<file path="config.mk">
export PLATFORM = sky130hd
export DESIGN_NAME = qup_pin_io
export DESIGN_NICKNAME = d
export VERILOG_FILES = /design/src/common/qup_pkg.sv /design/src/hdl/qup_fifo.sv /design/src/hdl/qup_pin_io.sv
export VERILOG_INCLUDE_DIRS = /design/src /design/src/common
export SDC_FILE = /design/constraint.sdc
export NUM_CORES = 1
export LEC_CHECK = 0
export ABC_AREA = 1
export BUFFER_PORTS_ARGS = -buffer_cell sky130_fd_sc_hd__clkbuf_2
export CORE_MARGIN = 3
export CORE_UTILIZATION = 50
export CTS_BUF_LIST = sky130_fd_sc_hd__clkbuf_4
export DETAILED_ROUTE_END_ITERATION = 8
export MAX_ROUTING_LAYER = met4
export PLACE_DENSITY_LB_ADDON = 0.08
export SYNTH_ARGS = -nofsm -noshare
export SYNTH_HDL_FRONTEND = slang
export SYNTH_SLANG_ARGS = --single-unit
</file>
<file path="constraint.sdc">
create_clock -name clk_sys -period 11.8 [get_ports clk_sys]
set_input_delay 0.59 -clock clk_sys [delete_from_list [all_inputs] [get_ports clk_sys]]
set_output_delay 0.59 -clock clk_sys [all_outputs]
set_load 0.05 [all_outputs]
</file>
<file path="src/common/qup_cfg.svh">
// constants for the quad serial pin-level block: offsets, fields, reset values, timing
// assumes inclusion from the package, the transceiver module and the sim checker and bench
`ifndef QUP_CFG_SVH
`define QUP_CFG_SVH

// -------------------------------------------------------------
// geometry
// -------------------------------------------------------------
`define QUP_NCH 4
`define QUP_FIFO_DEPTH 16
`define QUP_DATA_W 8

// -------------------------------------------------------------
// per-channel register offsets, addr[2:0]; addr[4:3] picks channel
// -------------------------------------------------------------
`define QUP_REG_DATA 3'h0
`define QUP_REG_STATUS 3'h1
`define QUP_REG_CTRL 3'h2

// -------------------------------------------------------------
// field positions and reset values
// -------------------------------------------------------------
`define QUP_ST_RX_READY 0
`define QUP_ST_TX_BUSY 1
`define QUP_ST_OVERRUN 2
`define QUP_CTRL_LOOP 0
`define QUP_CTRL_TX_EN 1
`define QUP_CTRL_RESET 8'h02

// -------------------------------------------------------------
// timing: 100 MHz clock, 16x oversampling of each bit
// -------------------------------------------------------------
`define QUP_CLK_HZ 100000000
`define QUP_BAUD 115200
`define QUP_OVS 16
`define QUP_BAUD_DIV (`QUP_CLK_HZ / (`QUP_BAUD * `QUP_OVS))
`define QUP_OVS_LAST 4'hf
`define QUP_OVS_MID 4'h7
`define QUP_BIT_LAST 3'h7

`endif

</file>
<file path="src/common/qup_pkg.sv">
// types shared by the quad serial pin-level block
// assumes qup_cfg.svh is on the include path
`include "qup_cfg.svh"
package qup_pkg;

   // receiver and transmitter sequencing
   typedef enum logic [1:0] {RX_IDLE, RX_START, RX_DATA, RX_STOP} qup_rx_state_t;
   typedef enum logic [1:0] {TX_IDLE, TX_START, TX_DATA, TX_STOP} qup_tx_state_t;

   typedef struct packed {
      qup_rx_state_t state;
      logic [3:0] cnt;
      logic [2:0] bits;
      logic [7:0] shift;
   } qup_rx_t;

   typedef struct packed {
      qup_tx_state_t state;
      logic [3:0] cnt;
      logic [2:0] bits;
      logic [7:0] shift;
      logic line;
   } qup_tx_t;

   // one decoded host access, valid for a single cycle
   typedef struct packed {
      logic rd;
      logic wr;
      logic [4:0] addr;
      logic [7:0] wdata;
   } qup_bus_req_t;

endpackage : qup_pkg

</file>
<file path="src/hdl/qup_fifo.sv">
// first-in first-out buffer with valid/ready on both sides
// assumes one clock and an asynchronous active-high reset
`timescale 1ns/1ps
module qup_fifo #(
   parameter int WIDTH = 8,
   parameter int DEPTH = 16
) (
   // clock and reset
   input wire logic clk_sys,
   input wire logic rst,
   // fill side
   input wire logic in_valid,
   output logic in_ready,
   input wire logic [WIDTH-1:0] in_data,
   // drain side
   output logic out_valid,
   input wire logic out_ready,
   output logic [WIDTH-1:0] out_data
);
   localparam int AW = $clog2(DEPTH);

   logic [WIDTH-1:0] mem_reg [DEPTH];
   logic [AW-1:0] wr_ptr_reg, wr_ptr_next, rd_ptr_reg, rd_ptr_next;
   logic [AW:0] count_reg, count_next;
   logic push, pop;

   // -------------------------------------------------------------
   // flags and pointer arithmetic
   // -------------------------------------------------------------
   // count is one bit wider than a pointer, so full must be compared at that width
   assign in_ready = (count_reg != (AW+1)'(DEPTH));
   assign out_valid = (count_reg != '0);
   assign push = in_valid & in_ready;
   assign pop = out_ready & out_valid;
   assign out_data = mem_reg[rd_ptr_reg]; // storage is flops, so this is a register read

   // next pointers; wrap is explicit so depth need not be a power of two
   always_comb begin
      wr_ptr_next = wr_ptr_reg;
      rd_ptr_next = rd_ptr_reg;
      count_next = count_reg;
      if (push) begin
         wr_ptr_next = (wr_ptr_reg == AW'(DEPTH - 1)) ? '0 : wr_ptr_reg + 1'b1;
      end
      if (pop) begin
         rd_ptr_next = (rd_ptr_reg == AW'(DEPTH - 1)) ? '0 : rd_ptr_reg + 1'b1;
      end
      if (push && !pop) begin
         count_next = count_reg + 1'b1;
      end else if (pop && !push) begin
         count_next = count_reg - 1'b1;
      end
   end

   // pointer registers
   always_ff @(posedge clk_sys or posedge rst) begin
      if (rst) begin
         wr_ptr_reg <= '0;
         rd_ptr_reg <= '0;
         count_reg <= '0;
      end else begin
         wr_ptr_reg <= wr_ptr_next;
         rd_ptr_reg <= rd_ptr_next;
         count_reg <= count_next;
      end
   end

   // storage has no reset; only written slots are ever read
   always_ff @(posedge clk_sys) begin
      if (push) begin
         mem_reg[wr_ptr_reg] <= in_data;
      end
   end

endmodule : qup_fifo

</file>
<file path="src/hdl/qup_pin_io.sv">
// four-channel serial transceiver: host bus, serial pins, loop-back, combined receive ready
// assumes pins synchronous to clk_sys, 8N1 framing, bit rate set by BAUD_DIV
//
// What this block does
// RL1 - direction strobe high on a selected access returns the addressed register
// RL2 - direction strobe low on a selected access stores bus data into addressed register
// RL3 - combined direction strobe obeyed only in 68 mode; other mode uses read/write strobes
// RL4 - remote party holds each serial input high in reset, idle, or disabled
// RL5 - loop-back ignores the serial input pin and feeds own transmit data to receiver
// RL6 - loop-back disables the external transmit pin; data only reaches internal receiver
// RL7 - transmit pin is high in reset and when idle; disabling the transmitter stops new frames but lets a started frame finish
// RL8 - combined receive ready is the active-low OR of all four channel ready conditions
// RL9 - combined receive ready low when any channel holds a received character
// RL10 - combined receive ready returns high once no channel holds any character
// RL11 - each channel's receive status is readable through its own register
// RL12 - loop-back selectable per channel and leaves other channels' pins untouched
`timescale 1ns/1ps
`include "qup_cfg.svh"
module qup_pin_io
   import qup_pkg::*;
#(
   parameter int NCH = `QUP_NCH,
   parameter int FIFO_DEPTH = `QUP_FIFO_DEPTH,
   parameter int BAUD_DIV = `QUP_BAUD_DIV
) (
   // clock and reset
   input wire logic clk_sys,
   input wire logic rst,
   // host bus
   input wire logic mode68,
   input wire logic cs_n,
   input wire logic [4:0] addr,
   input wire logic [7:0] wdata,
   output logic [7:0] rdata,
   input wire logic rd_wr,
   input wire logic strobe_n,
   input wire logic rd_n,
   input wire logic wr_n,
   // serial pins
   input wire logic [NCH-1:0] serial_in_channel,
   output logic [NCH-1:0] serial_out_channel,
   // receive ready
   output logic [NCH-1:0] channel_receive_ready_n,
   output logic combined_receive_ready_n
);

   // -------------------------------------------------------------
   // helpers
   // -------------------------------------------------------------
   // true when the access targets register r of channel ch
   function automatic logic hits(input logic [4:0] a, input int ch, input logic [2:0] r);
      hits = (a[4:3] == 2'(ch)) && (a[2:0] == r);
   endfunction : hits

   // -------------------------------------------------------------
   // host access decode
   // -------------------------------------------------------------
   logic sel, sel_prev_reg, sel_prev_next;
   logic acc_rd, acc_wr;
   qup_bus_req_t req;

   // one request per select assertion, taken on its leading edge
   always_comb begin
      if (mode68) begin
         sel = ~cs_n & ~strobe_n;
         acc_rd = rd_wr; // see RL1
         acc_wr = ~rd_wr; // see RL2
      end else begin
         sel = ~cs_n & (~rd_n | ~wr_n); // direction strobe ignored here, see RL3
         acc_rd = ~rd_n;
         acc_wr = rd_n & ~wr_n;
      end
      sel_prev_next = sel;
      req.rd = sel & ~sel_prev_reg & acc_rd;
      req.wr = sel & ~sel_prev_reg & acc_wr;
      req.addr = addr;
      req.wdata = wdata;
   end

   always_ff @(posedge clk_sys or posedge rst) begin
      if (rst) begin
         sel_prev_reg <= 1'b0;
      end else begin
         sel_prev_reg <= sel_prev_next;
      end
   end

   // -------------------------------------------------------------
   // oversampling tick divider
   // -------------------------------------------------------------
   localparam int DW = $clog2(BAUD_DIV + 1);
   logic [DW-1:0] div_reg, div_next;
   logic tick;

   always_comb begin
      tick = (div_reg == DW'(BAUD_DIV - 1));
      div_next = tick ? '0 : div_reg + 1'b1;
   end

   always_ff @(posedge clk_sys or posedge rst) begin
      if (rst) begin
         div_reg <= '0;
      end else begin
         div_reg <= div_next;
      end
   end

   // -------------------------------------------------------------
   // channels
   // -------------------------------------------------------------
   logic [7:0] rd_mux [NCH];
   logic [NCH-1:0] rx_ready;

   for (genvar c = 0; c < NCH; c++) begin : g_ch
      qup_rx_t rx_reg, rx_next;
      qup_tx_t tx_reg, tx_next;
      logic [7:0] ctrl_reg, ctrl_next;
      logic [7:0] thr_reg, thr_next;
      logic thr_full_reg, thr_full_next;
      logic ovr_reg, ovr_next;
      logic rx_line, push, fifo_in_ready, fifo_out_valid, pop, tx_busy;
      logic [7:0] head;

      // loop-back routes this channel's own transmit line, see RL5 RL12
      // outside loop-back the remote party idles the pin high, see RL4
      assign rx_line = ctrl_reg[`QUP_CTRL_LOOP] ? tx_reg.line : serial_in_channel[c];
      // pin held at idle high in loop-back, so nothing leaves the device, see RL6 RL12
      assign serial_out_channel[c] = ctrl_reg[`QUP_CTRL_LOOP] ? 1'b1 : tx_reg.line; // see RL7
      assign pop = req.rd && hits(req.addr, c, `QUP_REG_DATA);
      assign tx_busy = thr_full_reg | (tx_reg.state != TX_IDLE);
      assign rx_ready[c] = fifo_out_valid;

      // receive holding register sits at the fifo head
      qup_fifo #(
         .WIDTH(`QUP_DATA_W),
         .DEPTH(FIFO_DEPTH)
      ) u_rx_fifo (
         .clk_sys(clk_sys),
         .rst(rst),
         .in_valid(push),
         .in_ready(fifo_in_ready),
         .in_data(rx_reg.shift),
         .out_valid(fifo_out_valid),
         .out_ready(pop),
         .out_data(head)
      );

      // receiver: start check at mid bit, then one sample per bit time
      always_comb begin
         rx_next = rx_reg;
         push = 1'b0;
         if (tick) begin
            rx_next.cnt = rx_reg.cnt + 1'b1;
            unique case (rx_reg.state)
               RX_IDLE: begin
                  rx_next.cnt = '0;
                  if (!rx_line) begin
                     rx_next.state = RX_START;
                  end
               end
               RX_START: begin
                  if (rx_reg.cnt == `QUP_OVS_MID) begin
                     rx_next.cnt = '0;
                     rx_next.bits = '0;
                     rx_next.state = rx_line ? RX_IDLE : RX_DATA; // glitch rejected
                  end
               end
               RX_DATA: begin
                  if (rx_reg.cnt == `QUP_OVS_LAST) begin
                     rx_next.shift = {rx_line, rx_reg.shift[7:1]};
                     rx_next.bits = rx_reg.bits + 1'b1;
                     if (rx_reg.bits == `QUP_BIT_LAST) begin
                        rx_next.state = RX_STOP;
                     end
                  end
               end
               RX_STOP: begin
                  if (rx_reg.cnt == `QUP_OVS_LAST) begin
                     push = rx_line; // framing errors are dropped
                     rx_next.state = RX_IDLE;
                  end
               end
            endcase
         end
      end

      // transmitter; a disabled transmitter never leaves idle, line stays high
      always_comb begin
         tx_next = tx_reg;
         thr_next = thr_reg;
         thr_full_next = thr_full_reg;
         if (tick) begin
            tx_next.cnt = tx_reg.cnt + 1'b1;
            unique case (tx_reg.state)
               TX_IDLE: begin
                  tx_next.cnt = '0;
                  tx_next.line = 1'b1; // see RL7
                  if (thr_full_reg && ctrl_reg[`QUP_CTRL_TX_EN]) begin
                     tx_next.shift = thr_reg;
                     thr_full_next = 1'b0;
                     tx_next.line = 1'b0;
                     tx_next.state = TX_START;
                  end
               end
               TX_START: begin
                  if (tx_reg.cnt == `QUP_OVS_LAST) begin
                     tx_next.bits = '0;
                     tx_next.line = tx_reg.shift[0];
                     tx_next.state = TX_DATA;
                  end
               end
               TX_DATA: begin
                  if (tx_reg.cnt == `QUP_OVS_LAST) begin
                     tx_next.shift = {1'b1, tx_reg.shift[7:1]};
                     tx_next.bits = tx_reg.bits + 1'b1;
                     tx_next.line = tx_reg.shift[1];
                     if (tx_reg.bits == `QUP_BIT_LAST) begin
                        tx_next.line = 1'b1;
                        tx_next.state = TX_STOP;
                     end
                  end
               end
               TX_STOP: begin
                  if (tx_reg.cnt == `QUP_OVS_LAST) begin
                     tx_next.state = TX_IDLE;
                  end
               end
            endcase
         end
         // a host write overrides a same-cycle load, so no character is lost
         if (req.wr && hits(req.addr, c, `QUP_REG_DATA)) begin // see RL2
            thr_next = req.wdata;
            thr_full_next = 1'b1;
         end
      end

      // control and overrun; overrun set beats the read that clears it
      always_comb begin
         ctrl_next = ctrl_reg;
         ovr_next = ovr_reg;
         if (req.wr && hits(req.addr, c, `QUP_REG_CTRL)) begin // see RL2 RL12
            ctrl_next = req.wdata;
         end
         if (req.rd && hits(req.addr, c, `QUP_REG_STATUS)) begin
            ovr_next = 1'b0;
         end
         if (push && !fifo_in_ready) begin
            ovr_next = 1'b1;
         end
      end

      // read value for this channel, zero when unmapped
      always_comb begin
         rd_mux[c] = 8'h00;
         if (req.addr[4:3] == 2'(c)) begin
            unique case (req.addr[2:0])
               `QUP_REG_DATA: rd_mux[c] = fifo_out_valid ? head : 8'h00;
               `QUP_REG_STATUS: begin // see RL11
                  rd_mux[c][`QUP_ST_RX_READY] = fifo_out_valid;
                  rd_mux[c][`QUP_ST_TX_BUSY] = tx_busy;
                  rd_mux[c][`QUP_ST_OVERRUN] = ovr_reg;
               end
               `QUP_REG_CTRL: rd_mux[c] = ctrl_reg;
               default: rd_mux[c] = 8'h00;
            endcase
         end
      end

      always_ff @(posedge clk_sys or posedge rst) begin
         if (rst) begin
            rx_reg <= '{state: RX_IDLE, cnt: 4'h0, bits: 3'h0, shift: 8'h00};
            tx_reg <= '{state: TX_IDLE, cnt: 4'h0, bits: 3'h0, shift: 8'h00, line: 1'b1};
            ctrl_reg <= `QUP_CTRL_RESET;
            thr_reg <= 8'h00;
            thr_full_reg <= 1'b0;
            ovr_reg <= 1'b0;
         end else begin
            rx_reg <= rx_next;
            tx_reg <= tx_next;
            ctrl_reg <= ctrl_next;
            thr_reg <= thr_next;
            thr_full_reg <= thr_full_next;
            ovr_reg <= ovr_next;
         end
      end
   end

   // -------------------------------------------------------------
   // read data and ready outputs
   // -------------------------------------------------------------
   logic [7:0] rdata_reg, rdata_next;
   logic comb_rdy_n_reg, comb_rdy_n_next;
   logic [NCH-1:0] ch_rdy_n_reg, ch_rdy_n_next;

   // read data held until the next read; ready flags registered with fifo state
   always_comb begin
      rdata_next = rdata_reg;
      if (req.rd) begin
         rdata_next = 8'h00;
         for (int c = 0; c < NCH; c++) begin
            rdata_next = rdata_next | rd_mux[c]; // see RL1
         end
      end
      ch_rdy_n_next = ~rx_ready;
      comb_rdy_n_next = ~(|rx_ready); // see RL8 RL9 RL10
   end

   always_ff @(posedge clk_sys or posedge rst) begin
      if (rst) begin
         rdata_reg <= 8'h00;
         comb_rdy_n_reg <= 1'b1;
         ch_rdy_n_reg <= '1;
      end else begin
         rdata_reg <= rdata_next;
         comb_rdy_n_reg <= comb_rdy_n_next;
         ch_rdy_n_reg <= ch_rdy_n_next;
      end
   end

   assign rdata = rdata_reg;
   assign combined_receive_ready_n = comb_rdy_n_reg;
   assign channel_receive_ready_n = ch_rdy_n_reg;

endmodule : qup_pin_io

</file>
==> After elaboration in Yosys (flattened, before gate mapping) <==
Memory sizes are Yosys's and may differ from the RTL's.
Index checks and enable logic that the tools add are counted.
{ "op_classes": {"addsub": 33, "eq_ne": 102, "n_mux": 188, "bitwise_logic": 30, "n_reduce_logical": 143} }
{ "op_table": {"columns": ["op", "n"], "rows": [
  ["$mux 2", 40],
  ["$ne 2x2->1 const B", 40],
  ["$mux 9", 8],
  ["$reduce_bool 2->1", 36],
  ["$add 4x1->4 const B", 16],
  ["$eq 4x4->1 const B", 16],
  ["$mux 8", 8],
  ["$pmux 2 s4", 8],
  ["$pmux 8 s2", 4],
  ["$reduce_and 4->1", 16],
  ["$mux 1", 63],
  ["$mux 12", 4],
  ["$mux 4", 12],
  ["$pmux 3 s2", 8],
  ["$reduce_and 6->1", 8],
  ["$logic_and 1x1->1", 44],
  ["$mux 11", 4],
  ["$mux 5", 8],
  ["$pmux 5 s2", 4],
  ["$eq 2x2->1 const B", 18],
  ["$pmux 3 s3", 4],
  ["$pmux 4 s2", 4],
  ["$add 3x1->3 const B", 8],
  ["$eq 3x3->1 const B", 8],
  ["24 further kinds", 107]
]} }
{ "word_totals": {"register_bits": 284, "mem_bits_rw": 512, "input_bits": 25, "out_inout_bits": 17, "word_cells": 569, "n_memories": 4} }
{ "mem_list": {"columns": ["memory", "words", "word_bits", "read_ports", "rd_clocked_by_memory_dff", "write_ports", "line", "source"], "rows": [
  ["g_ch[0].u_rx_fifo.mem_reg", 16, 8, 1, 0, 1, "qup_fifo.sv:22", "logic [WIDTH-1:0] mem_reg [DEPTH];"],
  ["g_ch[1].u_rx_fifo.mem_reg", 16, 8, 1, 0, 1, "qup_fifo.sv:22", null],
  ["g_ch[2].u_rx_fifo.mem_reg", 16, 8, 1, 0, 1, "qup_fifo.sv:22", null],
  ["g_ch[3].u_rx_fifo.mem_reg", 16, 8, 1, 0, 1, "qup_fifo.sv:22", null]
]} }

==> Logic depth before layout (Yosys ltp) <==
Gate-level depths: netlist of the first run.
{ "depth": {"word_depth": 11, "depth_mapped": 21, "mapped_depth_nobuf": 21} }

==> Hierarchy <==
A second synthesis of the first run with hierarchy kept.
{ "unflattened": {"cells_unflattened": 4065, "hier_area_um2": 37651.1} }
{ "by_module_without_submodules": {"columns": ["mod", "n_inst", "cells_each", "area_each_um2", "seq_area_each_um2"], "rows": [
  ["qup_fifo at g_ch[0].u_rx_fifo ...", 3, 638, 6441.2, 4169.0],
  ["qup_pin_io", 1, 1513, 11890.2, 5821.8],
  ["qup_fifo at g_ch[1].u_rx_fifo", 1, 638, 6437.4, 4169.0]
]} }

==> Worst setup path before layout of the first run <==
Ideal clock, no wire load.
{ "synth_timing": {"path_kind": "input-to-reg", "startpoint": "in addr[0]", "endpoint": "reg g_ch[3].u_rx_fifo.count_reg[4]", "setup_time_ns": 0.125, "arrival_ns": 2.795, "required_time_ns": 11.675, "setup_slack_ns": 8.879, "stages": 18, "n_path_buf": 1, "cell_sequence": "or2_1 buf_6 nor2_8 inv_6 nor2_8 inv_2 nor2_4 inv_2 ha_1 inv_1 ha_1 nand2_1 nor2_1 a211oi_1 nand2_1 nand2_1 nor2_1 xor2_1"} }
{ "synth_via": {"elab_chain_cells": 7, "elab_cells_between_ends": 9, "cone_classes": "1 x mux; 1 x bitwise; 7 x reduce/logical"} }
{ "synth_rtl": {"columns": ["element", "line", "source"], "rows": [
  ["start, declared", "qup_pin_io.sv:32", "input wire logic [4:0] addr,"],
  ["$logic_not 3->1 *", "qup_pin_io.sv:52", "hits = (a[4:3] == 2'(ch)) && (a[2:0] == r);"],
  ["$logic_and 1x1->1 *", "qup_pin_io.sv:52", null],
  ["$logic_and 1x1->1 *", "qup_pin_io.sv:129", "assign pop = req.rd && hits(req.addr, c, `QUP_REG_DATA);"],
  ["$and 1x1->1 *", "qup_fifo.sv:34", "assign pop = out_ready & out_valid;"],
  ["$logic_not 1->1", "qup_fifo.sv:48", "if (push && !pop) begin"],
  ["$logic_and 1x1->1", "qup_fifo.sv:48", null],
  ["$mux 5 / $reduce_bool 2->1 (equally long branches)", null, null],
  ["end signal, assigned", "qup_fifo.sv:64", "count_reg <= count_next;"],
  ["end, declared", "qup_fifo.sv:24", "logic [AW:0] count_reg, count_next;"]
]} }
Mark *: on every way between the ends. The rest lies on a longest branch, timed or not.
A chain may end at the register's enable or synchronous reset.

==> Final worst setup path of the first run <==
{ "layout_timing": {"startpoint": "reg div_reg[1]", "endpoint": "reg g_ch[3].u_rx_fifo.count_reg[4]"} }
{ "layout_via": {"elab_chain_cells": 6, "elab_cells_between_ends": 8, "cone_classes": "1 x eq/ne; 2 x mux; 1 x bitwise; 4 x reduce/logical"} }
{ "layout_rtl": {"columns": ["element", "line", "source"], "rows": [
  ["start, declared", "qup_pin_io.sv:92", "logic [DW-1:0] div_reg, div_next;"],
  ["start signal, assigned", "qup_pin_io.sv:104", "div_reg <= div_next;"],
  ["$eq 6x6->1 *", "qup_pin_io.sv:96", "tick = (div_reg == DW'(BAUD_DIV - 1));"],
  ["$mux 1 *", "qup_pin_io.sv:152", "if (tick) begin"],
  ["$and 1x1->1 *", "qup_fifo.sv:33", "assign push = in_valid & in_ready;"],
  ["$logic_not 1->1", "qup_fifo.sv:50", "end else if (pop && !push) begin"],
  ["$logic_and 1x1->1", "qup_fifo.sv:50", null],
  ["$reduce_bool 2->1 (no line)", null, null]
]} }
Marks and branches as above.

==> results.md, run 1 <==
- Global route overflow: 0
- Endpoints failing hold: 0
- Initial antenna violation count: 3
- Startpoint types: register
- Synthesized cell area: 35700 sq um
- Setup Buffers After CTS: 0
- Core area: 70400 sq um
- Status: finished clean
- Syn Nets: 3598
- Slowest cell on the critical path: nor2_1
- Buf/Inv on CP: 3
- Placed Cells: 4351
- HP Class: in -> reg
- Setup CP Type: reg -> reg
- Layout Nets: 3737
- Number of global-route vias before repair: 24707
- Setup TNS Final: 0 ns
- Final HPWL from detailed placement: 55600 microns
- Crit-path cells: inv_1, ha_1, nand3_2, nor2_4, buf_4, nand2_1, nor2_1, ha_1, inv_1, ha_1, nand2_1, nor2_1, a211oi_1, nand2_1, nand2_1, nor2_1, xor2_1
- Layout area overhead: 10.1%
- CP required: 12.66 ns
- Final GP Congestion: 0.897
- WHS: 0.118 ns
- Via count: 25413
- DRC: 0
- Synth async-reset ratio: 35.7%
- CTS H-tree lvls: 4
- Critical Path Most Common Cell: nand2_1
- Height of the die: 273 microns
- 1st-pass router iterations: 5
- Starting density of the core: 50.7%
- Pleak: 17.1 nW
- Seq/Total Area, Yosys: 63.0%
- Die W: 273 microns
- Layout cell share with drive strength beyond 1: 13.4%
- Skew final: 0.0826 ns
- TritonCTS Buffers: 206
- Crit-path leading delay family: simple AND/OR/NAND/NOR gates
- Port Buffer Count: 41
- Worst EP arrival: 5.09 ns
- Synth Instances: 3489
- Largest net degree at the start of global routing: 193
- Setup Viol. Count Final: 0
- CTS tree: done
- Die Area: 74700 sq um
- Total Power: 5.69 mW
- IO Count: 42
- Total wire length: 86700 microns
- Synth unique cells: 63
- Clock Latency Late Sink: 1.03 ns
- Crit path launch: div_reg[1]
- Critical R2R Launch: div_reg[1]
- Number of max-cap violations: 0
- RSZ-0062 raised after global routing: false
- Synthesized flop and latch total: 796
- Vias/cell: 5.35
- Synth Flop Type: edfxtp_1
- Cell Rows: 97
- Mapped Avg Cell Area: 10.2 sq um
- Leading cell type in the layout, fill and taps excluded: nand2_1
- Max VDD drop: 0.0889 mV
- First-iteration detailed-routing DRC count: 2156
- Top achievable clock speed: 236 MHz
- CTS root buf: clkbuf_4
- Max reg flops: 512
- Most frequent cells in the layout: 703 x nand2_1, 558 x nor2_1, 512 x edfxtp_1
- Wire length per cell: 18.2 microns
- Worst-Margin Slew: 1.09 ns
- Ys Warns: 0
- GRT Total Usage: 24.2%
- Clk sink count: 796
- Rel. slew slack: 27.1%
- Min Clock Period, post-route: 4.23 ns
- Final worst path period share: 35.9%
- Slew Limit Fails: 0
- Worst Min Path Start: wdata[7]
- Clock-pin transition on the worst setup and hold timing paths: 0.07 ns
- Crit Path Max Fanout: 46
- Finished Layout Cells: 4749
- Setup crit end kind: register
- PD cells: 145 nW/um^2
- CP peak stage delay: 0.58 ns
- Bufs on Longest Clock Path: 3
- Detail Route Antenna Nets: 0
- Number of flops mapped to enable cells by yosys: 512
- Global-route wire length before repair: 136000 microns
==> synth_stat cells (7+ instances only) <==
cell type	instances	area, sq um
nor3_1	29	145
o21ai_0	306	1530
o211ai_1	35	263
ha_1	80	1000
a22oi_1	7	52.6
buf_6	12	135
nand3_4	8	140
a21oi_1	55	275
or2_2	8	50.1
nor2_4	8	90.1
edfxtp_1	512	15400
xor2_1	16	140
dfrtp_1	271	6780
clkinv_1	17	63.8
nand3_1	223	1120
inv_1	253	950
dfstp_2	13	342
buf_2	72	360
buf_4	15	113
o22ai_1	8	50.1
inv_2	14	52.6
mux2_2	21	236
nor2_1	558	2090
clkbuf_1	31	116
a31oi_1	35	219
o21ai_1	69	345
nand4_1	12	75.1
nand2_1	703	2640
o21ai_2	12	105
==> worst register-to-register path: stages, from the launching register on <==
cell and delay (ns):
dfrtp_1 0.41, inv_1 0.06, ha_1 0.15, nand3_2 0.09, nor2_4 0.57, buf_4 0.55, nand2_1 0.13, nor2_1 0.58
ha_1 0.37, inv_1 0.11, ha_1 0.33, nand2_1 0.08, nor2_1 0.04, a211oi_1 0.27, nand2_1 0.09, nand2_1 0.07
nor2_1 0.05, xor2_1 0.14
==> what timing repair did <==
item / CTS / global route
resized for setup: 0 / 0
hold buffers: 9 / 0
hold endpoints to repair: 108 / 0
==> final timing paths <==
path,to,slack (ns),depth (start not counted)
min in group asynchronous,sel_prev_reg,0.22,3
setup reg to reg,g_ch[3].u_rx_fifo.count_reg[4],7.57,17
hold reg to reg,g_ch[0].u_rx_fifo.count_reg[4],0.47,1
setup / recovery,g_ch[3].u_rx_fifo.count_reg[4],7.57,17
hold / removal,g_ch[2].thr_reg[7],0.12,3
max in group asynchronous,g_ch[1].thr_reg[7],9.97,4
==> per-stage QoR <==
stage | instance area (sq um) | utilization, % | setup WS (ns)
final | 39300 | 55.8 | 7.57
after global routing | 39300 | 55.8 | 7.22
after CTS | 39300 | 55.8 | 7.61
after detailed placement | 36500 | 51.8 | 7.66
after global placement | 36500 | 51.8 | 7.72
after floorplan | 35700 | - | 3.40
==> per-layer routing <==
| layer | GRT usage, % | part of all wire (%) | vias up |
|---|---|---|---|
| met4 | 8.05 | 2.1 | 0 |
| li1 | - | - | 12247 |
| met3 | 4.72 | 6.0 | 135 |
| met5 | - | 0 | - |
| met1 | 33.2 | 46 | 12279 |
| met2 | 36.3 | 46 | 752 |
==> power by group <==
group | internal [mW] | switching (mW)
combinational | 0.0844 | 0.230
sequential | 2.97 | 0.0258
clock | 1.26 | 1.12
==> cell type report <==
type / count / area (sq um)
Antenna cell: 4 / 10.0
Clock buffer: 314 / 2360
Sequential cell: 796 / 22500
Inverter: 288 / 1100
Multi-Input combinational cell: 2272 / 11400
Timing Repair Buffer: 64 / 413
Tap cell: 940 / 1180
Clock inverter: 71 / 357
Fill cell: 6355 / 31100
==> cells by family after synthesis <==
logic type	share of synthesized area (%)
DFF	63.0
and+or+nand+nor	19.1
buffers and inverters	5.12
muxes	0.718
AOI/OAI and AO/OA	8.57
adders and majority gates	3.03
xor gates and xnor gates	0.491
No activity file was read; power rests on OpenSTA's default activity.
==> run 2: changes to the inputs <==
==> constraint.sdc (replaced) <==
create_clock -name clk_sys -period 4 [get_ports clk_sys]
set_input_delay 0.2 -clock clk_sys [delete_from_list [all_inputs] [get_ports clk_sys]]
set_output_delay 0.2 -clock clk_sys [all_outputs]
set_load 0.05 [all_outputs]
==> run 2 against run 1 <==
Clock skew rose by 0.0046 ns. Worst setup slack got worse by 7.4 ns. Final area rose by 0.87%. Die area did not move. Highest routed layer unchanged. Core utilization rose by 0.49 points. Combinational power rose to 3.1 times the previous value. Total power rose to 3.0 times the previous value. Flip-flop and latch count did not move.
==> results.md, run 2 (synthesized netlist as in run 1, its figures left out) <==
- Status: finished clean
- Placed Cells: 4362 (+0.25%)
- Skew final: 0.0872 ns (+0.00460 ns)
- Final HPWL from detailed placement: 56000 microns (+0.71%)
- Number of global-route vias before repair: 25404 (+2.8%)
- Leading cell type in the layout, fill and taps excluded: nand2_1
- CP required: 4.85 ns (-7.81 ns)
- Worst Min Path Start: wr_n
- Total wire length: 87700 microns (+1.2%)
- Port Buffer Count: 41 (unchanged)
- Clock-pin transition on the worst setup and hold timing paths: 0.07 ns (about the same)
- Number of max-cap violations: 0 (unchanged)
- First-iteration detailed-routing DRC count: 2003 (-7.1%)
- Detail Route Antenna Nets: 0 (unchanged)
- Die Area: 74700 sq um (unchanged)
- Final worst path period share: 94.6%
- Setup CP Type: in -> reg
- Pleak: 17.2 nW (+0.90%)
- Layout cell share with drive strength beyond 1: 13.6% (+0.20 points)
- Final GP Congestion: 0.889 (-0.92%)
- IO Count: 42 (unchanged)
- GRT Total Usage: 24.6% (+0.44 points)
- Slew Limit Fails: 0 (unchanged)
- Bufs on Longest Clock Path: 3 (unchanged)
- Worst-Margin Slew: 1.17 ns (+0.0738 ns)
- Cell Rows: 97 (unchanged)
- Wire length per cell: 18.4 microns (+0.59%)
- Global-route wire length before repair: 139000 microns (+2.3%)
- Cts hold-fix bufs: 35 (+26)
- CTS tree: done
- Setup Viol. Count Final: 0 (unchanged)
- Setup Buffers After CTS: 0 (unchanged)
- Initial antenna violation count: 5 (+2)
- Height of the die: 273 microns (unchanged)
- Max reg flops: 512 (unchanged)
- Total Power: 16.8 mW (+200%)
- Top achievable clock speed: 264 MHz
- Max VDD drop: 0.232 mV (+160%)
- Clk sink count: 796 (unchanged)
- Die W: 273 microns (unchanged)
- 1st-pass router iterations: 6 (+1)
- Critical R2R Launch: div_reg[1]
- Most frequent cells in the layout: 703 x nand2_1, 558 x nor2_1, 512 x edfxtp_1
- Post-CTS resize count: 0 (unchanged)
- Global route overflow: 0 (unchanged)
- Clock Latency Late Sink: 1.05 ns (+0.02 ns)
- DRC: 0 (unchanged)
- Layout area overhead: 11.0%
- Endpoints failing hold: 0 (unchanged)
- PD cells: 425 nW/um^2 (+190%)
- Starting density of the core: 50.7% (unchanged)
- Min Clock Period, post-route: 3.79 ns
- Crit path launch: strobe_n
- Setup crit end kind: register
- TritonCTS Buffers: 207 (+0.49%)
- RSZ-0062 raised after global routing: false
- Vias/cell: 5.34 (-0.16%)
- Via count: 25537 (+0.49%)
- HP Class: in -> reg
- Worst EP arrival: 4.63 ns (-0.46 ns)
- Layout Nets: 3775 (+1.0%)
- CTS root buf: clkbuf_4
- Setup TNS Final: 0 ns (unchanged)
- Crit Path Max Fanout: 16 (-65%)
- Startpoint types: primary input
- Largest net degree at the start of global routing: 108 (-44%)
- CTS H-tree lvls: 4 (unchanged)
- Rel. slew slack: 22.2% (-4.9 points)
- Core area: 70400 sq um (unchanged)
- Finished Layout Cells: 4780 (+0.65%)
-- run 2: report_power, final --
part / internal (mW) / switching [mW] / total, mW
Combinational: 0.272 / 0.690 / 0.962
Sequential: 8.76 / 0.0772 / 8.83
Clock: 3.71 / 3.34 / 7.05
-- run 2: worst paths after layout --
kind                                                   end  slack, ns  cells after the start
max                         g_ch[3].u_rx_fifo.count_reg[4]       0.21                     24
max in group asynchronous  g_ch[1].u_rx_fifo.rd_ptr_reg[0]       2.50                      5
max reg2reg                 g_ch[3].u_rx_fifo.count_reg[4]       0.69                     18
min reg2reg                 g_ch[3].u_rx_fifo.count_reg[4]       0.47                      1
min                                           sel_prev_reg       0.13                      5
min in group asynchronous                g_ch[3].tx_reg[9]       0.42                      4
-- run 2: cell type report --
| type | count | area, sq um |
|---|---|---|
| antenna | 4 | 10.0 |
| clock buffer | 313 | 2350 |
| clock inverter | 66 | 355 |
| fill | 6302 | 30800 |
| inverter | 288 | 1090 |
| multi-input combinational | 2272 | 11400 |
| sequential | 796 | 22500 |
| tap | 940 | 1180 |
| timing repair buffer | 101 | 768 |
-- run 2: routing by layer --
| layer | global-route usage, % | share of wire [%] |
|---|---|---|
| met4 | 6.99 | 1.5 |
| met1 | 33.8 | 45 |
| met5 | - | 0 |
| met2 | 37.3 | 46 |
| met3 | 5.11 | 6.8 |
-- run 2: critical path, stage by stage --
cell	delay, ns
dlygate4sd3_1	0.54
clkbuf_2	0.10
nand2_1	0.05
dlygate4sd3_1	0.56
o21ai_2	0.07
nor2_4	0.06
dlygate4sd3_1	0.61
nand2_4	0.11
nor2_8	0.31
inv_4	0.13
nor2_8	0.18
inv_2	0.07
nor2_4	0.14
inv_2	0.06
ha_1	0.26
inv_1	0.13
ha_1	0.29
nand2_1	0.08
nor2_1	0.04
a211oi_1	0.28
nand2_1	0.09
nand2_1	0.07
nor2_1	0.05
xor2_1	0.14
-- run 2: through the flow --
stage	util (%)	hold WS, ns	setup WS [ns]	instance area (sq um)
finish	56.3	0.134	0.215	39600
global route	56.3	0.0764	0.0455	39600
CTS	56.3	0.00841	0.408	39600
detailed placement	52.0	0.337	0.820	36600
global placement	52.0	0.330	0.871	36600
floorplan	-	0.271	0.0474	35700
==> run 3: changes to the inputs <==
--- a/config.mk
+++ b/config.mk
@@ -10,10 +10,10 @@
 export BUFFER_PORTS_ARGS = -buffer_cell sky130_fd_sc_hd__clkbuf_2
 export CORE_MARGIN = 3
 export CORE_UTILIZATION = 50
-export CTS_BUF_LIST = sky130_fd_sc_hd__clkbuf_4
 export DETAILED_ROUTE_END_ITERATION = 8
 export MAX_ROUTING_LAYER = met4
 export PLACE_DENSITY_LB_ADDON = 0.08
 export SYNTH_ARGS = -nofsm -noshare
 export SYNTH_HDL_FRONTEND = slang
+export SYNTH_HIERARCHICAL = 1
 export SYNTH_SLANG_ARGS = --single-unit
==> run 3 against run 2 <==
Synthesized cell count rose by 17%. Clock skew shrank 0.062 ns. Count of clock-buffer cells in the layout shrank 191.
==> results.md, run 3 <==
- Wire length per cell: 17.6 microns (-4.1%)
- Final HPWL from detailed placement: 57800 microns (+3.3%)
- PD cells: 436 nW/um^2 (+2.6%)
- Synth Flop Type: edfxtp_1
- Top-count cell post-synth: nand2_1
- Cell Rows: 99 (+2.1%)
- Global route overflow: 0 (unchanged)
- Cells on Worst Hold Path: 3 (-2)
- DRC: 0 (unchanged)
- Final GP Congestion: 0.848 (-4.6%)
- Clock-pin transition on the worst setup and hold timing paths: 0.06 ns (about the same)
- Layout cell share with drive strength beyond 1: 6.79% (-6.8 points)
- Total wire length: 90000 microns (+2.6%)
- CTS H-tree lvls: 3 (-1)
- Setup Buffers After CTS: 0 (unchanged)
- Fill cell count: 6685 (+6.1%)
- 1st-pass router iterations: 6 (unchanged)
- Layout area overhead: 9.48%
- Clock share of power: 41.9% (about the same)
- Pleak: 18.3 nW (+6.3%)
- Min Clock Period, post-route: 3.10 ns (-0.686 ns)
- Number of max-cap violations: 0 (unchanged)
- Syn Nets: 4176 (+16%)
- Global-route wire length before repair: 142000 microns (+2.1%)
- Number of flops mapped to enable cells by yosys: 512 (unchanged)
- Flop pwr share: 49.5% (-2.9 points)
- Number of global-route vias before repair: 25190 (-0.84%)
- First-iteration detailed-routing DRC count: 1905 (-4.9%)
- Height of the die: 280 microns (+2.6%)
- TritonCTS Buffers: 86 (-58%)
- Initial antenna violation count: 2 (-3)
- Main area contributors after synthesis: edfxtp_1 41%, dfrtp_1 18%, nand2_1 11%
- Skew final: 0.0256 ns (-0.0616 ns)
- Pint: 13.5 mW (+6.3%)
- Crit Path Max Fanout: 8 (-8)
- Port Buffer Count: 41 (unchanged)
- Register-to-Register Path Depth: 8 (-10)
- Endpoints failing hold: 0 (unchanged)
- Top achievable clock speed: 323 MHz (+22%)
- Slew Limit Fails: 0 (unchanged)
- Leading cell type in the layout, fill and taps excluded: nand2_1
- Bufs on Longest Clock Path: 3 (unchanged)
- Post-CTS resize count: 0 (unchanged)
- Ys Warns: 6 (+6)
- Switching share of total power: 24.6% (+0.25 points)
- RSZ-0062 raised after global routing: false
- Setup Viol. Count Final: 0 (unchanged)
- Post-synth top area cell: edfxtp_1
- Startpoint types: register
- Synthesized cell area: 37700 sq um (+5.4%)
- CTS tree: done
- Layout Nets: 4193 (+11%)
- CP required: 4.24 ns (-0.61 ns)
- Placed Cells: 4943 (+13%)
- GRT Total Usage: 23.8% (-0.81 points)
- Fin util: 55.8% (-0.48 points)
- Most frequent cells in the layout: 1080 x nand2_1, 676 x nand3_1, 628 x inv_1
- Seq/Total Area, Yosys: 59.8% (-3.3 points)
- IO Count: 42 (unchanged)
- HP Class: in -> reg
- Rel. slew slack: 28.7% (+6.6 points)
- Setup crit end kind: register
- Synth unique cells: 42 (-33%)
- Net Switching: 4.43 mW (+7.8%)
- Worst-Margin Slew: 1.07 ns (-0.101 ns)
- Clock Latency Late Sink: 0.63 ns (-0.42 ns)
- Gate power share: 8.7% (+3.0 points)
- Detail Route Antenna Nets: 0 (unchanged)
- Commonest cells in the netlist: 1080 x nand2_1, 676 x nand3_1, 629 x inv_1
- Status: finished clean
- Synthesized flop and latch total: 796 (unchanged)
- Synth Instances: 4065 (+17%)
- Max reg flops: 512 (unchanged)
- Die Area: 78600 sq um (+5.3%)
- Setup TNS Final: 0 ns (unchanged)
- Final worst path period share: 77.5% (-17 points)
- Setup CP Type: reg -> reg
- Die W: 280 microns (+2.6%)
- CTS root buf: clkbuf_16
- Post-synth top area share: 40.8% (-2.2 points)
- Max VDD drop: 0.348 mV (+50%)
- Core area: 73800 sq um (+4.9%)
- Finished Layout Cells: 5114 (+7.0%)
- Synth async-reset ratio: 35.7% (unchanged)
- Largest net degree at the start of global routing: 144 (+33%)
- Vias/cell: 5.20 (-2.7%)
- Starting density of the core: 51.0% (+0.27 points)
- Via count: 26597 (+4.2%)
- Mapped Avg Cell Area: 9.26 sq um (-9.5%)
- Worst EP arrival: 3.34 ns (-1.29 ns)
- Clk sink count: 796 (unchanged)
run 3: cells by family (layout without fill, tap and decap cells):
group | count (synthesis) | in the layout | share of synthesized area, %
AO/OA/AOI/OAI | 218 | 218 | 3.07
XOR/XNOR | 26 | 26 | 0.605
adder cells (fa/ha/maj) | 86 | 86 | 2.94
buffers and inverters | 812 | 900 | 8.95
flip-flops | 796 | 796 | 59.8
multiplexers | 7 | 7 | 0.209
other | 0 | 2 | 0
AND/OR/NAND/NOR | 2120 | 2120 | 24.5
run 3: layout make-up:
class	count	area, sq um	share of cell area [%]
Antenna cell	2	5.00	0.0121
Clock buffer	122	2440	5.93
Clock inverter	37	223	0.540
Inverter	654	2460	5.96
Multi-Input combinational cell	2457	11800	28.6
Sequential cell	796	22500	54.6
Tap cell	959	1200	2.91
Timing Repair Buffer	87	601	1.46
run 3: what timing repair did:
action	CTS	global route
setup endpoints to repair	0	0
hold buffers	10	0
hold endpoints to repair	171	0
run 3: worst paths after layout:
path                       slack [ns]               from                         endpoint
min in group asynchronous        0.34                rst   g_ch[2].u_rx_fifo/count_reg[3]
hold / removal                   0.04           wdata[3]              g_ch[0].ctrl_reg[3]
max in group asynchronous        2.81                rst               g_ch[3].tx_reg[12]
setup reg to reg                 0.90  g_ch[0].tx_reg[0]  g_ch[0].u_rx_fifo/mem_reg[5][7]
setup / recovery                 0.90  g_ch[0].tx_reg[0]  g_ch[0].u_rx_fifo/mem_reg[5][7]
hold reg to reg                  0.47         div_reg[5]                       div_reg[5]
run 3: layer usage:
| metal | GRT usage (%) | part of all wire (%) | up-vias |
|---|---|---|---|
| met1 | 33.2 | 46 | 12630 |
| met3 | 3.26 | 5.1 | 137 |
| met4 | 6.04 | 2.3 | 0 |
| met2 | 37.1 | 46 | 622 |
| li1 | - | - | 13208 |
| met5 | - | 0 | - |
run 3: critical path: stages, from the launching register on:
cell and delay, ns:
dfstp_2 0.52, inv_1 0.04, nand2_1 0.04, o21ai_0 0.32, nor4_1 0.53, nand2_2 0.21
inv_2 0.18, nand2_1 0.21, nor2_1 0.64
run 3: per-stage QoR:
stage               power, mW  cell area [sq um]  worst slack, ns  hold slack (ns)
floorplan                10.2              37700            0.775           0.0770
global placement         10.6              38400            0.945            0.454
detailed placement       10.6              38400            0.871            0.458
CTS                      18.2              41200            0.843          0.00400
global route             18.7              41200            0.607           0.0188
finish                   18.0              41200            0.901           0.0360
run 3: power groups by stage:
stage | combinational, mW | sequential, mW | clock, mW
after CTS | 1.57 | 8.89 | 7.71
final | 1.56 | 8.89 | 7.52
after global routing | 1.75 | 8.89 | 8.05
after detailed placement | 1.56 | 9.05 | 0
after floorplan | 1.12 | 9.06 | 0
after global placement | 1.55 | 9.05 | 0
